===== config.mk =====
export PLATFORM = sky130hd
export DESIGN_NAME = display_extension_control
export DESIGN_NICKNAME = d
export VERILOG_FILES = /design/src/hdl/dx_pkg.sv /design/src/hdl/display_extension_control.sv /design/src/hdl/frame_shade.sv
export VERILOG_INCLUDE_DIRS = /design/src /design/src/hdl
export SDC_FILE = /design/constraint.sdc
export NUM_CORES = 1
export LEC_CHECK = 0
export ABC_AREA = 0
export BUFFER_PORTS_ARGS = -buffer_cell sky130_fd_sc_hd__buf_2
export CAP_MARGIN = 0
export CORE_MARGIN = 5
export CORE_UTILIZATION = 53
export DETAILED_ROUTE_END_ITERATION = 8
export PLACE_DENSITY = 0.84
export SETUP_SLACK_MARGIN = 0.2
export SLEW_MARGIN = 10
export SYNTH_ARGS = -nofsm -noshare
export SYNTH_HDL_FRONTEND = slang
export SYNTH_SLANG_ARGS = --single-unit
export TNS_END_PERCENT = 20

===== constraint.sdc =====
create_clock -name aclk -period 2.96 [get_ports aclk]
set_input_delay 0.148 -clock aclk [delete_from_list [all_inputs] [get_ports aclk]]
set_output_delay 0.148 -clock aclk [all_outputs]
set_load 0.01 [all_outputs]

===== src/hdl/dx_consts.svh =====
// offsets, field positions and reset values of the display extension bank
// What this block does
// - timing control bit 4 set doubles scan lines for legacy emulation.
// - timing bits 6 and 7 invert hsync and vsync in graphics emulation.
// - adapter state register keeps current state and the previous one.
// - bandwidth control counts only while misc control one bit 4 is zero.
// - forty column modes always use a fixed 3:2 interleave.
// - other modes use 1:4 when safe and 1:1 when fast.
// - write control bit 4 blocks writes to legacy timing registers.
// - write control bit 0 blocks standard timing and clock select writes.
// - protected timing writes are dropped as soon as the bits change.
// - panel control two bit 6 turns panel text reverse video on.
// - one by one caret lets pointer attributes reverse the crt.
// - frame grey level sets shade 0 to 15 outside the image.
// - the frame shade reverses together with panel reverse video.
// - with font intensity, thin font is default, intensity picks normal.
// - on crt, intensity characters are also shown intensified.
`ifndef DX_CONSTS_SVH
`define DX_CONSTS_SVH
// register indices; byte address is four times the index
`define IDX_MISC1     8'h80
`define IDX_WRCTL     8'h84
`define IDX_TIMING    8'h85
`define IDX_BANDW     8'h86
`define IDX_CARET_W   8'h96
`define IDX_CARET_H   8'h97
`define IDX_POINTER   8'ha5
`define IDX_ADAPTER   8'haf
`define IDX_USER0     8'hb0
`define IDX_USER1     8'hb1
`define IDX_USER2     8'hb2
`define IDX_PANEL2    8'hd5
`define IDX_FRAME     8'hda
// field positions
`define TC_SCAN_DBL   4
`define TC_HPOL       6
`define TC_VPOL       7
`define MC1_BW_OFF    4
`define BW_FAST       0
`define WRC_LEGACY    4
`define WRC_STD       0
`define PC2_REVERSE   6
`define PTR_REVERSE   0
`define U0_CRT_OP     0
`define U0_FONT_LCD   5
`define U2_FONT_CRT   5
// reset values
`define RST_ZERO      8'h00
`define RST_CARET     8'h01
// bus answers
`define RESP_OKAY     2'b00
`define RESP_SLVERR   2'b10
`endif


===== src/hdl/dx_pkg.sv =====
// types shared by the display extension bank
package dx_pkg;
    typedef enum logic [1:0] {
        IL_1_4 = 2'h0,
        IL_1_1 = 2'h1,
        IL_3_2 = 2'h3
    } interleave_t;

    typedef enum logic [2:0] {
        ST_RSVD = 3'h0,
        ST_CGA  = 3'h1,
        ST_MGA  = 3'h2,
        ST_EGA  = 3'h3,
        ST_VGA  = 3'h4
    } emul_state_t;

    typedef struct packed {
        logic        scan_double;
        logic        legacy_wr_block;
        logic        std_wr_block;
        logic        panel_reverse;
        logic        crt_reverse;
        interleave_t interleave;
    } display_ctl_t;
endpackage


===== src/hdl/display_extension_control.sv =====
// indexed display extension registers behind an axi4-lite slave
`include "dx_consts.svh"
module display_extension_control (
    input  wire logic              aclk,          // 200 mhz clock
    input  wire logic              aresetn,       // sync reset, low
    input  wire logic [11:0]       awaddr,        // write address
    input  wire logic [2:0]        awprot,        // unused
    input  wire logic              awvalid,       // write addr valid
    output logic                   awready,       // write addr ready
    input  wire logic [31:0]       wdata,         // write data
    input  wire logic [3:0]        wstrb,         // byte enables
    input  wire logic              wvalid,        // write data valid
    output logic                   wready,        // write data ready
    output logic [1:0]             bresp,         // write response
    output logic                   bvalid,        // response valid
    input  wire logic              bready,        // response ready
    input  wire logic [11:0]       araddr,        // read address
    input  wire logic [2:0]        arprot,        // unused
    input  wire logic              arvalid,       // read addr valid
    output logic                   arready,       // read addr ready
    output logic [31:0]            rdata,         // read data
    output logic [1:0]             rresp,         // read response
    output logic                   rvalid,        // read data valid
    input  wire logic              rready,        // read data ready
    input  wire logic              hsync_in,      // raw horiz sync
    input  wire logic              vsync_in,      // raw vert sync
    input  wire logic              forty_col_in,  // 40 column mode
    input  wire logic              attr_intensity_in, // attr bit
    input  wire logic              timing_wr_in,  // timing reg write
    input  wire logic              timing_wr_legacy, // legacy target
    output logic                   timing_wr_pass_q, // write allowed
    output logic                   horizontal_sync_output, // hsync
    output logic                   vertical_sync_output,   // vsync
    output dx_pkg::display_ctl_t   ctl_q,         // steering bits
    output logic                   font_normal_q, // 1 normal, 0 thin
    output logic                   intensify_q,   // crt intensified
    output logic [3:0]             frame_shade_q  // frame grey
);
    import dx_pkg::*;

    // ------------------------------------------------------------
    // register table
    // ------------------------------------------------------------
    localparam int NREG      = 13;
    localparam int R_MISC1   = 0;
    localparam int R_WRCTL   = 1;
    localparam int R_TIMING  = 2;
    localparam int R_BANDW   = 3;
    localparam int R_CARET_W = 4;
    localparam int R_CARET_H = 5;
    localparam int R_POINTER = 6;
    localparam int R_ADAPTER = 7;
    localparam int R_USER0   = 8;
    localparam int R_USER1   = 9;
    localparam int R_USER2   = 10;
    localparam int R_PANEL2  = 11;
    localparam int R_FRAME   = 12;

    localparam logic [7:0] IDX_TAB [NREG] = '{
        `IDX_MISC1, `IDX_WRCTL, `IDX_TIMING, `IDX_BANDW,
        `IDX_CARET_W, `IDX_CARET_H, `IDX_POINTER, `IDX_ADAPTER,
        `IDX_USER0, `IDX_USER1, `IDX_USER2, `IDX_PANEL2,
        `IDX_FRAME
    };

    // caret sizes come up at one so the pointer can reverse the crt
    localparam logic [7:0] RST_TAB [NREG] = '{
        `RST_ZERO, `RST_ZERO, `RST_ZERO, `RST_ZERO,
        `RST_CARET, `RST_CARET, `RST_ZERO, `RST_ZERO,
        `RST_ZERO, `RST_ZERO, `RST_ZERO, `RST_ZERO,
        `RST_ZERO
    };

    logic [7:0]      regs_q [NREG];
    logic [7:0]      wr_val [NREG];
    logic [NREG-1:0] w_hit;
    logic [NREG-1:0] r_hit;

    // ------------------------------------------------------------
    // axi write channel
    // ------------------------------------------------------------
    logic        aw_full_q;
    logic        w_full_q;
    logic [11:0] wa_q;
    logic [7:0]  wd_q;
    logic        wl_q;
    logic        aw_take;
    logic        w_take;
    logic        wr_fire;
    logic        aw_full_d;
    logic        w_full_d;
    logic        bvalid_d;
    logic        w_mapped;

    assign aw_take   = awvalid & awready;
    assign w_take    = wvalid & wready;
    // address and data may arrive in either order
    assign wr_fire   = aw_full_q & w_full_q & ~bvalid;
    assign aw_full_d = (aw_full_q | aw_take) & ~wr_fire;
    assign w_full_d  = (w_full_q | w_take) & ~wr_fire;
    assign bvalid_d  = wr_fire | (bvalid & ~bready);
    assign w_mapped  = |w_hit;

    always_ff @(posedge aclk) begin
        if (!aresetn) begin
            aw_full_q <= 1'b0;
            w_full_q  <= 1'b0;
            wa_q      <= 12'h000;
            wd_q      <= 8'h00;
            wl_q      <= 1'b0;
            awready   <= 1'b0;
            wready    <= 1'b0;
            bvalid    <= 1'b0;
            bresp     <= `RESP_OKAY;
        end else begin
            aw_full_q <= aw_full_d;
            w_full_q  <= w_full_d;
            awready   <= ~aw_full_d & ~bvalid_d;
            wready    <= ~w_full_d & ~bvalid_d;
            bvalid    <= bvalid_d;
            if (aw_take) begin
                wa_q <= awaddr;
            end
            if (w_take) begin
                wd_q <= wdata[7:0];
                wl_q <= wstrb[0];
            end
            if (wr_fire) begin
                bresp <= w_mapped ? `RESP_OKAY : `RESP_SLVERR;
            end
        end
    end

    // ------------------------------------------------------------
    // decode and storage
    // ------------------------------------------------------------
    logic [2:0] cur_state;

    assign cur_state = regs_q[R_ADAPTER][2:0];

    for (genvar g = 0; g < NREG; g++) begin : g_reg
        assign w_hit[g] = (wa_q[11:10] == 2'h0)
                        && (wa_q[9:2] == IDX_TAB[g]);
        assign r_hit[g] = (araddr[11:10] == 2'h0)
                        && (araddr[9:2] == IDX_TAB[g]);
        if (g == R_ADAPTER) begin : g_adp
            // old current state slides into the history field
            assign wr_val[g] = {1'b0, cur_state,
                                1'b0, wd_q[2:0]};
        end else if (g == R_FRAME) begin : g_frm
            assign wr_val[g] = {4'h0, wd_q[3:0]};
        end else begin : g_pln
            assign wr_val[g] = wd_q;
        end
        always_ff @(posedge aclk) begin
            if (!aresetn) begin
                regs_q[g] <= RST_TAB[g];
            end else if (wr_fire && wl_q && w_hit[g]) begin
                regs_q[g] <= wr_val[g];
            end
        end
    end

    // ------------------------------------------------------------
    // axi read channel
    // ------------------------------------------------------------
    logic       ar_take;
    logic [7:0] rd_mux;

    assign ar_take = arvalid & arready;

    always_comb begin
        rd_mux = 8'h00;
        for (int i = 0; i < NREG; i++) begin
            rd_mux = rd_mux | (r_hit[i] ? regs_q[i] : 8'h00);
        end
    end

    always_ff @(posedge aclk) begin
        if (!aresetn) begin
            arready <= 1'b0;
            rvalid  <= 1'b0;
            rdata   <= 32'h0000_0000;
            rresp   <= `RESP_OKAY;
        end else if (ar_take) begin
            arready <= 1'b0;
            rvalid  <= 1'b1;
            rdata   <= {24'h00_0000, rd_mux};
            rresp   <= (|r_hit) ? `RESP_OKAY : `RESP_SLVERR;
        end else if (rvalid && rready) begin
            rvalid  <= 1'b0;
            arready <= 1'b1;
        end else if (!rvalid) begin
            arready <= 1'b1;
        end
    end

    // ------------------------------------------------------------
    // display steering
    // ------------------------------------------------------------
    logic         colour_mono_graphics_emulation;
    logic         bw_fast;
    logic         crt_op;
    logic         fonts_on;
    logic         block_now;
    interleave_t  il_d;
    display_ctl_t ctl_d;

    // polarity tweaks only apply in colour or mono graphics emulation
    assign colour_mono_graphics_emulation = (cur_state == ST_CGA)
               || (cur_state == ST_MGA);
    // bandwidth register is dead while misc bit 4 is set
    assign bw_fast = ~regs_q[R_MISC1][`MC1_BW_OFF]
                   & regs_q[R_BANDW][`BW_FAST];
    assign il_d = forty_col_in ? IL_3_2 :
                  bw_fast      ? IL_1_1 : IL_1_4;
    assign crt_op   = regs_q[R_USER0][`U0_CRT_OP];
    // font option bits are active low
    assign fonts_on = crt_op ? ~regs_q[R_USER2][`U2_FONT_CRT]
                             : ~regs_q[R_USER0][`U0_FONT_LCD];
    assign block_now = timing_wr_legacy
                     ? regs_q[R_WRCTL][`WRC_LEGACY]
                     : regs_q[R_WRCTL][`WRC_STD];

    assign ctl_d.scan_double     = regs_q[R_TIMING][`TC_SCAN_DBL];
    assign ctl_d.legacy_wr_block = regs_q[R_WRCTL][`WRC_LEGACY];
    assign ctl_d.std_wr_block    = regs_q[R_WRCTL][`WRC_STD];
    assign ctl_d.panel_reverse   =
        regs_q[R_PANEL2][`PC2_REVERSE];
    // reverse only works while the caret is one by one
    assign ctl_d.crt_reverse = (regs_q[R_CARET_W] == 8'h01)
                            && (regs_q[R_CARET_H] == 8'h01)
                            && regs_q[R_POINTER][`PTR_REVERSE];
    assign ctl_d.interleave = il_d;

    always_ff @(posedge aclk) begin
        if (!aresetn) begin
            ctl_q                  <= '0;
            horizontal_sync_output <= 1'b0;
            vertical_sync_output   <= 1'b0;
            timing_wr_pass_q       <= 1'b0;
            font_normal_q          <= 1'b1;
            intensify_q            <= 1'b0;
        end else begin
            ctl_q <= ctl_d;
            horizontal_sync_output <= hsync_in
                ^ (colour_mono_graphics_emulation & regs_q[R_TIMING][`TC_HPOL]);
            vertical_sync_output <= vsync_in
                ^ (colour_mono_graphics_emulation & regs_q[R_TIMING][`TC_VPOL]);
            // a protected write is simply dropped
            timing_wr_pass_q <= timing_wr_in & ~block_now;
            font_normal_q <= fonts_on ? attr_intensity_in
                                      : 1'b1;
            intensify_q <= crt_op & attr_intensity_in;
        end
    end

    frame_shade u_frame (
        .aclk    (aclk),
        .aresetn (aresetn),
        .grey    (regs_q[R_FRAME][3:0]),
        .reverse (regs_q[R_PANEL2][`PC2_REVERSE]),
        .shade_q (frame_shade_q)
    );
endmodule


===== src/hdl/frame_shade.sv =====
// frame grey shade, reversed together with panel text reverse video
module frame_shade (
    input  wire logic       aclk,        // system clock
    input  wire logic       aresetn,     // sync reset, active low
    input  wire logic [3:0] grey,        // programmed shade 0..15
    input  wire logic       reverse,     // panel reverse video on
    output logic      [3:0] shade_q      // shade sent to the panel
);
    always_ff @(posedge aclk) begin
        if (!aresetn) begin
            shade_q <= 4'h0;
        end else begin
            shade_q <= reverse ? ~grey : grey;
        end
    end
endmodule


==> flow_metrics.py, run 1 <==
metrics = {
    "outcome": {
        "status": "finished clean",
    },
    "global_routing": {
        "grt_pass1_vias": 5353,
        "met1_usage_pct": 29.04,
        "antenna_found_initial": 0,
        "grt_max_degree": 43,
        "grt_pass1_wl_mm": 27.94,
        "grtUsageMet3_pct": 5.377,
        "grt_overflow": 0,
        "grt_use_met2_pct": 35.96,
        "busiest_layer": "met2",
        "grt.total_usage_pct": 22.51,
    },
    "critical_path": {
        "crit_path_start_kind": "flip-flop",
        "required_ns": 3.02,
        "path_max_fanout": 9,
        "worstSetupPathType": "reg -> reg",
        "critPathCaptureType": "flip-flop",
        "arrival_ns": 2.40,
    },
    "power": {
        "cellLeakagePower_nw": 3.216,
        "clockPowerShare_pct": 45.0,
        "power.internal_mw": 3.820,
        "swShare_pct": 22.50,
        "vdd.ir_drop.worst_mv": 0.4164,
        "p_seq_share_pct": 48.2,
        "p_switching_mw": 1.109,
        "pwr-share-comb_pct": 6.8,
        "power_density_mw_per_mm2": 583.9,
    },
    "synthesis": {
        "syn-cell-area_sq_mm": 0.007117,
        "synth_area_leaders": "edfxtp_1 41%, dfxtp_1 15%, and2_1 10%, nand2_1 3.8%, buf_4 2.7%",
        "post_synth_inst_count": 652,
        "async_flop_share_pct": 0,
        "synth-edff-count": 98,
        "synth_flop_cell": "edfxtp_1",
        "ys_warn_count": 0,
        "synth-seq-cells": 150,
        "yosys.area.top_type": "edfxtp_1",
        "synth_top_area_share_pct": 41.35,
        "synth_cell_types": 61,
        "synth-seq-area-share_pct": 55.98,
        "avgSynthCellArea_sq_um": 10.92,
    },
    "detailed_routing": {
        "drc": 0,
        "ant_nets": 0,
        "num_vias": 5313,
        "drtPass1Iterations": 5,
        "wl_per_cell_um": 18.80,
        "drt_iter0_drc": 473,
        "postRouteWirelength_mm": 17.63,
        "viasPerCell": 5.664,
    },
    "sta": {
        "hold_violations": 0,
        "setup_violations": 0,
        "worstMarginPinSlew_ns": 0.7002,
        "clock_skew_ns": 0.008750,
        "timing.final.crit_share_pct": 78.95,
        "drv_slew": 0,
        "setup_ws_ns": 0.6230,
        "relSlewSlack_pct": 52.83,
        "rsz0062_at_grt": "false",
        "max_freq_mhz": 427.9,
        "finalSetupTns_ns": 0,
        "min_period_ns": 2.337,
    },
    "clocking": {
        "clkTransAtPathRegs_ns": 0.06,
        "cts_resized": 0,
        "cts_tree": "built",
        "cts_max_level": 4,
        "cts_hold_buffers": 21,
        "cts-root-buf": "clkbuf_16",
        "clockBufferDepth": 2,
        "worstSkewPairLatency_ns": 0.43,
        "cts_buffers": 17,
        "postCtsSetupBuffers": 0,
        "clkSinkCount": 150,
    },
    "floorplan": {
        "dieArea_sq_mm": 0.01585,
        "start_util_pct": 53.96,
        "die_h_um": 125.9,
        "coreArea_sq_mm": 0.01319,
        "rows": 42,
        "ios": 136,
        "die_w_um": 125.9,
    },
    "place": {
        "place_ws_ns": 0.6579,
        "port-buffer-count": 72,
        "gp_congestion": 0.9749,
        "dp_hpwl_mm": 12.33,
    },
    "finish": {
        "fillCellCount": 1007,
        "syn2layout_area_growth_pct": 18.62,
        "diodes": 0,
        "drive_gt1_share_pct": 18.77,
        "final_common_cell": "and2_1",
        "final_cell_mix": "114 x and2_1, 98 x edfxtp_1, 72 x nand2_1, 72 x buf_2, 52 x dfxtp_1",
        "finalNetCount": 828,
    },
    "hold_path": {
        "hold_class": "in -> reg",
    },
    "flow_run": {
        "maxCapViolations": 0,
    },
}
## logic make-up (layout without fill, tap and decap cells)
group / Yosys count / after routing / synth area share [%]
AOI/OAI and AO/OA: 113 / 113 / 11.11
DFF: 150 / 150 / 55.98
and+or+nand+nor: 299 / 299 / 24.23
xor gates and xnor gates: 8 / 8 / 0.9844
muxes: 20 / 20 / 2.971
buffers and inverters: 61 / 146 / 4.676
other: 1 / 26 / 0.05269
## per-layer routing
metal | wire (um) | vias to the layer above
met5 | 0 | -
met4 | 608 | 0
met3 | 1587 | 47
met2 | 8225 | 285
met1 | 7209 | 2490
li1 | - | 2491
## final timing paths
| check | slack [ns] | cells past startpoint | endpoint | startpoint |
|---|---|---|---|---|
| worst min register to register | 0.48 | 2 | rresp[1] | rresp[1] |
| worst max register to register | 0.62 | 3 | regs_q[3][0] | wa_q[3] |
| worst min-delay path | 0.01 | 3 | wd_q[2] | wdata[2] |
| worst max-delay path | 0.62 | 3 | regs_q[3][0] | wa_q[3] |
## flip-flops by register name, summed over array words and instances, names as in the netlist, 4 cells and up
name / flops
ctl_q: 7
wd_q: 8
wa_q: 10
u_frame.shade_q: 4
rdata: 8
regs_q: 98
## cells in the mapped netlist, types with 4 or more instances
master	n
o21ai_0	31
xnor2_1	4
a32o_1	5
a22oi_1	10
a22o_1	4
clkbuf_1	26
and3_1	9
mux2i_1	11
dfxtp_1	52
nor2_1	26
nand4_1	4
nand3_1	8
xor2_1	4
a32oi_1	4
mux2_2	9
buf_4	26
a21oi_1	6
a31oi_1	6
nand2b_1	6
nand4b_1	5
nor3_1	9
nor3b_1	4
edfxtp_1	98
and2_1	114
inv_1	4
buf_2	4
nor2b_1	5
nand2_1	72
a21boi_0	21
o31ai_1	4
nor2_2	5
or3_1	5
## critical path: stages (launching register included)
cell,delay (ns)
dfxtp_1,0.54
nand2b_1,0.24
or4_1,0.59
o21ai_0,0.59
## layout make-up
type                    instances  area, sq um  share of cell area, %
inverters                       4        15.01                 0.1779
multi-input cells             466         2900                  34.36
clock buffers                  23        543.0                  6.432
clock inverters                 9        81.33                 0.9634
flip-flops and latches        150         3984                  47.19
repair buffers                110        698.2                  8.270
well taps                     176        220.2                  2.609
## power groups by stage
stage	sequential (mW)	clock, mW	combinational (mW)
floorplan	2.39	0	0.214
global placement	2.41	0	0.299
detailed placement	2.42	0	0.309
CTS	2.38	2.23	0.332
global route	2.39	2.33	0.367
finish	2.38	2.22	0.336
## per-stage QoR
stage	cells	area [sq um]	power, mW	hold WS [ns]	util [%]
after floorplan	677	7211	2.607	0.2539	-
after CTS	938	8442	4.941	0.001692	64.00
after global placement	885	7607	2.712	0.3521	57.67
after detailed placement	885	7607	2.728	0.3611	57.67
final	938	8442	4.929	0.01068	64.00
after global routing	938	8442	5.087	0.04049	64.00
Power figures use the tool's default switching activity.
==> run 2, diff against run 1 <==
--- a/config.mk
+++ b/config.mk
@@ -6,13 +6,13 @@
 export SDC_FILE = /design/constraint.sdc
 export NUM_CORES = 1
 export LEC_CHECK = 0
-export ABC_AREA = 0
+export ABC_AREA = 1
 export BUFFER_PORTS_ARGS = -buffer_cell sky130_fd_sc_hd__buf_2
 export CAP_MARGIN = 0
 export CORE_MARGIN = 5
-export CORE_UTILIZATION = 53
+export CORE_UTILIZATION = 50
 export DETAILED_ROUTE_END_ITERATION = 8
-export PLACE_DENSITY = 0.84
+export PLACE_DENSITY = 0.83
 export SETUP_SLACK_MARGIN = 0.2
 export SLEW_MARGIN = 10
 export SYNTH_ARGS = -nofsm -noshare
==> constraint.sdc (replaced) <==
create_clock -name aclk -period 1.9 [get_ports aclk]
set_input_delay 0.095 -clock aclk [delete_from_list [all_inputs] [get_ports aclk]]
set_output_delay 0.095 -clock aclk [all_outputs]
set_load 0.01 [all_outputs]
==> run 2 against run 1 <==
Net effect: worst hold slack better by 0.19 ns; sequential share of layout area down 0.26 points; wire length up 4.3%; highest routed layer unchanged.
==> flow_metrics.py, run 2 <==
metrics = {
    "place": {
        "gp_congestion": 0.9307,
        "dp_hpwl_mm": 12.65,
        "placed_cells": 1053,
        "port-buffer-count": 72,
    },
    "synthesis": {
        "syn-cell-area_sq_mm": 0.007146,
        "synth-seq-area-share_pct": 55.75,
        "synth-seq-cells": 150,
        "synth-edff-count": 98,
        "ys_warn_count": 0,
        "synth_cell_types": 37,
        "avgSynthCellArea_sq_um": 8.757,
        "yosysMostFrequentCell": "nor2_1",
        "synth_flop_cell": "edfxtp_1",
        "yosys.area.top_type": "edfxtp_1",
        "synthTopCellsByCount": "184 x nor2_1, 141 x nand2_1, 98 x edfxtp_1",
        "synth_top_area_share_pct": 41.18,
        "async_flop_share_pct": 0,
        "post_synth_inst_count": 816,
        "synth_area_leaders": "edfxtp_1 41%, dfxtp_1 15%, nor2_1 9.7%, nand2_1 7.4%, nand3_1 5.5%",
    },
    "floorplan": {
        "start_util_pct": 51.28,
        "ios": 136,
        "rows": 43,
        "dieArea_sq_mm": 0.01678,
        "die_w_um": 129.5,
        "die_h_um": 129.5,
        "coreArea_sq_mm": 0.01393,
    },
    "finish": {
        "regMostFlops": "regs_q",
        "final_cell_mix": "183 x nor2_1, 139 x nand2_1, 98 x edfxtp_1",
        "final_cells": 1115,
        "drive_gt1_share_pct": 18.50,
        "fillCellCount": 1147,
        "final_common_cell": "nor2_1",
        "largest_register_ffs": 98,
        "syn2layout_area_growth_pct": 18.81,
        "finalNetCount": 1001,
        "utilization_pct": 60.92,
        "diodes": 0,
        "top_regs": "regs_q x98, wa_q x10",
    },
    "clocking": {
        "clkTransAtPathRegs_ns": 0.07,
        "cts_buffers": 17,
        "cts_max_level": 4,
        "cts_tree": "built",
        "worstSkewPairLatency_ns": 0.43,
        "clockBufferDepth": 2,
        "cts-root-buf": "clkbuf_16",
        "clkSinkCount": 150,
    },
    "detailed_routing": {
        "drtPass1Iterations": 5,
        "drt_iter0_drc": 713,
        "postRouteWirelength_mm": 18.40,
        "ant_nets": 0,
        "wl_met1_mm": 7.059,
        "num_vias": 5948,
        "wl_met3_mm": 2.055,
        "drc": 0,
        "wl_per_cell_um": 16.50,
        "met2_length_mm": 8.553,
        "viasPerCell": 5.335,
        "highest_layer": "met4",
    },
    "power": {
        "vdd.ir_drop.worst_mv": 0.7424,
        "cellLeakagePower_nw": 3.662,
        "power_density_mw_per_mm2": 887.6,
    },
    "critical_path": {
        "path_max_fanout": 6,
        "arrival_ns": 1.85,
        "worstSetupPathType": "reg -> reg",
        "crit_path_start_kind": "flip-flop",
        "required_ns": 2.03,
        "critPathCaptureType": "flip-flop",
    },
    "sta": {
        "clock_skew_ns": 0.01048,
        "drv_slew": 0,
        "worstMarginPinSlew_ns": 0.7034,
        "min_period_ns": 1.714,
        "rsz0062_at_grt": "true",
        "timing.final.crit_share_pct": 90.20,
        "relSlewSlack_pct": 53.05,
        "max_freq_mhz": 583.5,
        "setup_violations": 0,
        "hold_violations": 0,
    },
    "global_routing": {
        "grt_pass1_vias": 5660,
        "grt_overflow": 0,
        "grt_pass1_wl_mm": 28.43,
        "antenna_found_initial": 0,
        "grt.total_usage_pct": 22.30,
        "grt_max_degree": 31,
    },
    "outcome": {
        "status": "finished clean",
    },
    "flow_run": {
        "maxCapViolations": 0,
    },
    "hold_path": {
        "hold_class": "in -> reg",
    },
}
[run 2: changes by cell type in the layout (fill, tap and decap cells not counted), moves of 21 or more]
cell,change
nand3_1,+70
and2_1,-114
nand2_1,+67
nor2_1,+157
inv_1,+50
a21boi_0,-21
[run 2: logic make-up (layout without fill, tap and decap cells)]
kind of cell | count (synthesis) | count (layout) | share of synthesized area, %
XOR/XNOR | 6 | 6 | 0.7354
AO/OA/AOI/OAI | 68 | 68 | 4.955
flip-flops | 150 | 150 | 55.75
other | 1 | 26 | 0.05248
buffers and inverters | 122 | 216 | 8.773
AND/OR/NAND/NOR | 469 | 469 | 29.73
[run 2: area by class of cell]
class                      count  area (sq um)  area share, %
multi-input combinational    569          2663          31.36
inverter                      64         247.7          2.918
clock inverter                14         122.6          1.444
tap                          180         225.2          2.653
timing repair buffer         120         797.0          9.388
sequential                   150          3984          46.93
clock buffer                  18         450.4          5.306
[run 2: power breakdown]
part	switching, mW	internal, mW	total, mW
clock network	1.43	1.81	3.24
registers	0.0674	3.60	3.67
logic	0.423	0.200	0.623
[run 2: what timing repair did]
action	4_1_cts	5_1_grt
buffers inserted	0	1
endpoints found under the hold margin	29	0
gates resized for setup	3	10
pin swaps	0	1
endpoints found under the setup margin	26	161
hold buffers	29	0
[run 2: final timing paths]
| kind | cells after the start | endpoint | from | slack (ns) |
|---|---|---|---|---|
| worst max-delay path | 6 | regs_q[1][24] | wa_q[11] | 0.19 |
| worst min-delay path | 3 | regs_q[1][3] | aresetn | 0.20 |
| worst max register to register | 6 | regs_q[1][24] | wa_q[11] | 0.19 |
| worst min register to register | 1 | awready | aw_full_q | 0.45 |
[run 2: critical path, stage by stage (launching register included)]
cell and delay [ns]:
dfxtp_1 0.33, nor2_4 0.20, inv_1 0.09, nor2_1 0.14, nand3_1 0.21, o21ai_0 0.25
buf_4 0.19
[run 2: per-layer routing]
layer	up-vias	global-route usage, %
li1	2854	-
met1	2713	28.46
met2	329	35.58
met3	52	5.977
met4	0	10.39
met5	-	0
[run 2: metrics by stage]
stage / total power [mW] / setup TNS [ns] / instance area, sq um / hold WS, ns / setup WS (ns)
floorplan: 4.117 / -0.09350 / 7239 / 0.1899 / -0.005844
global placement: 4.276 / 0 / 7577 / 0.2885 / 0.2104
detailed placement: 4.294 / 0 / 7577 / 0.3019 / 0.1565
CTS: 7.540 / 0 / 8444 / 0.1864 / 0.2091
global route: 7.797 / 0 / 8489 / 0.2018 / 0.06745
finish: 7.535 / 0 / 8489 / 0.2034 / 0.1861
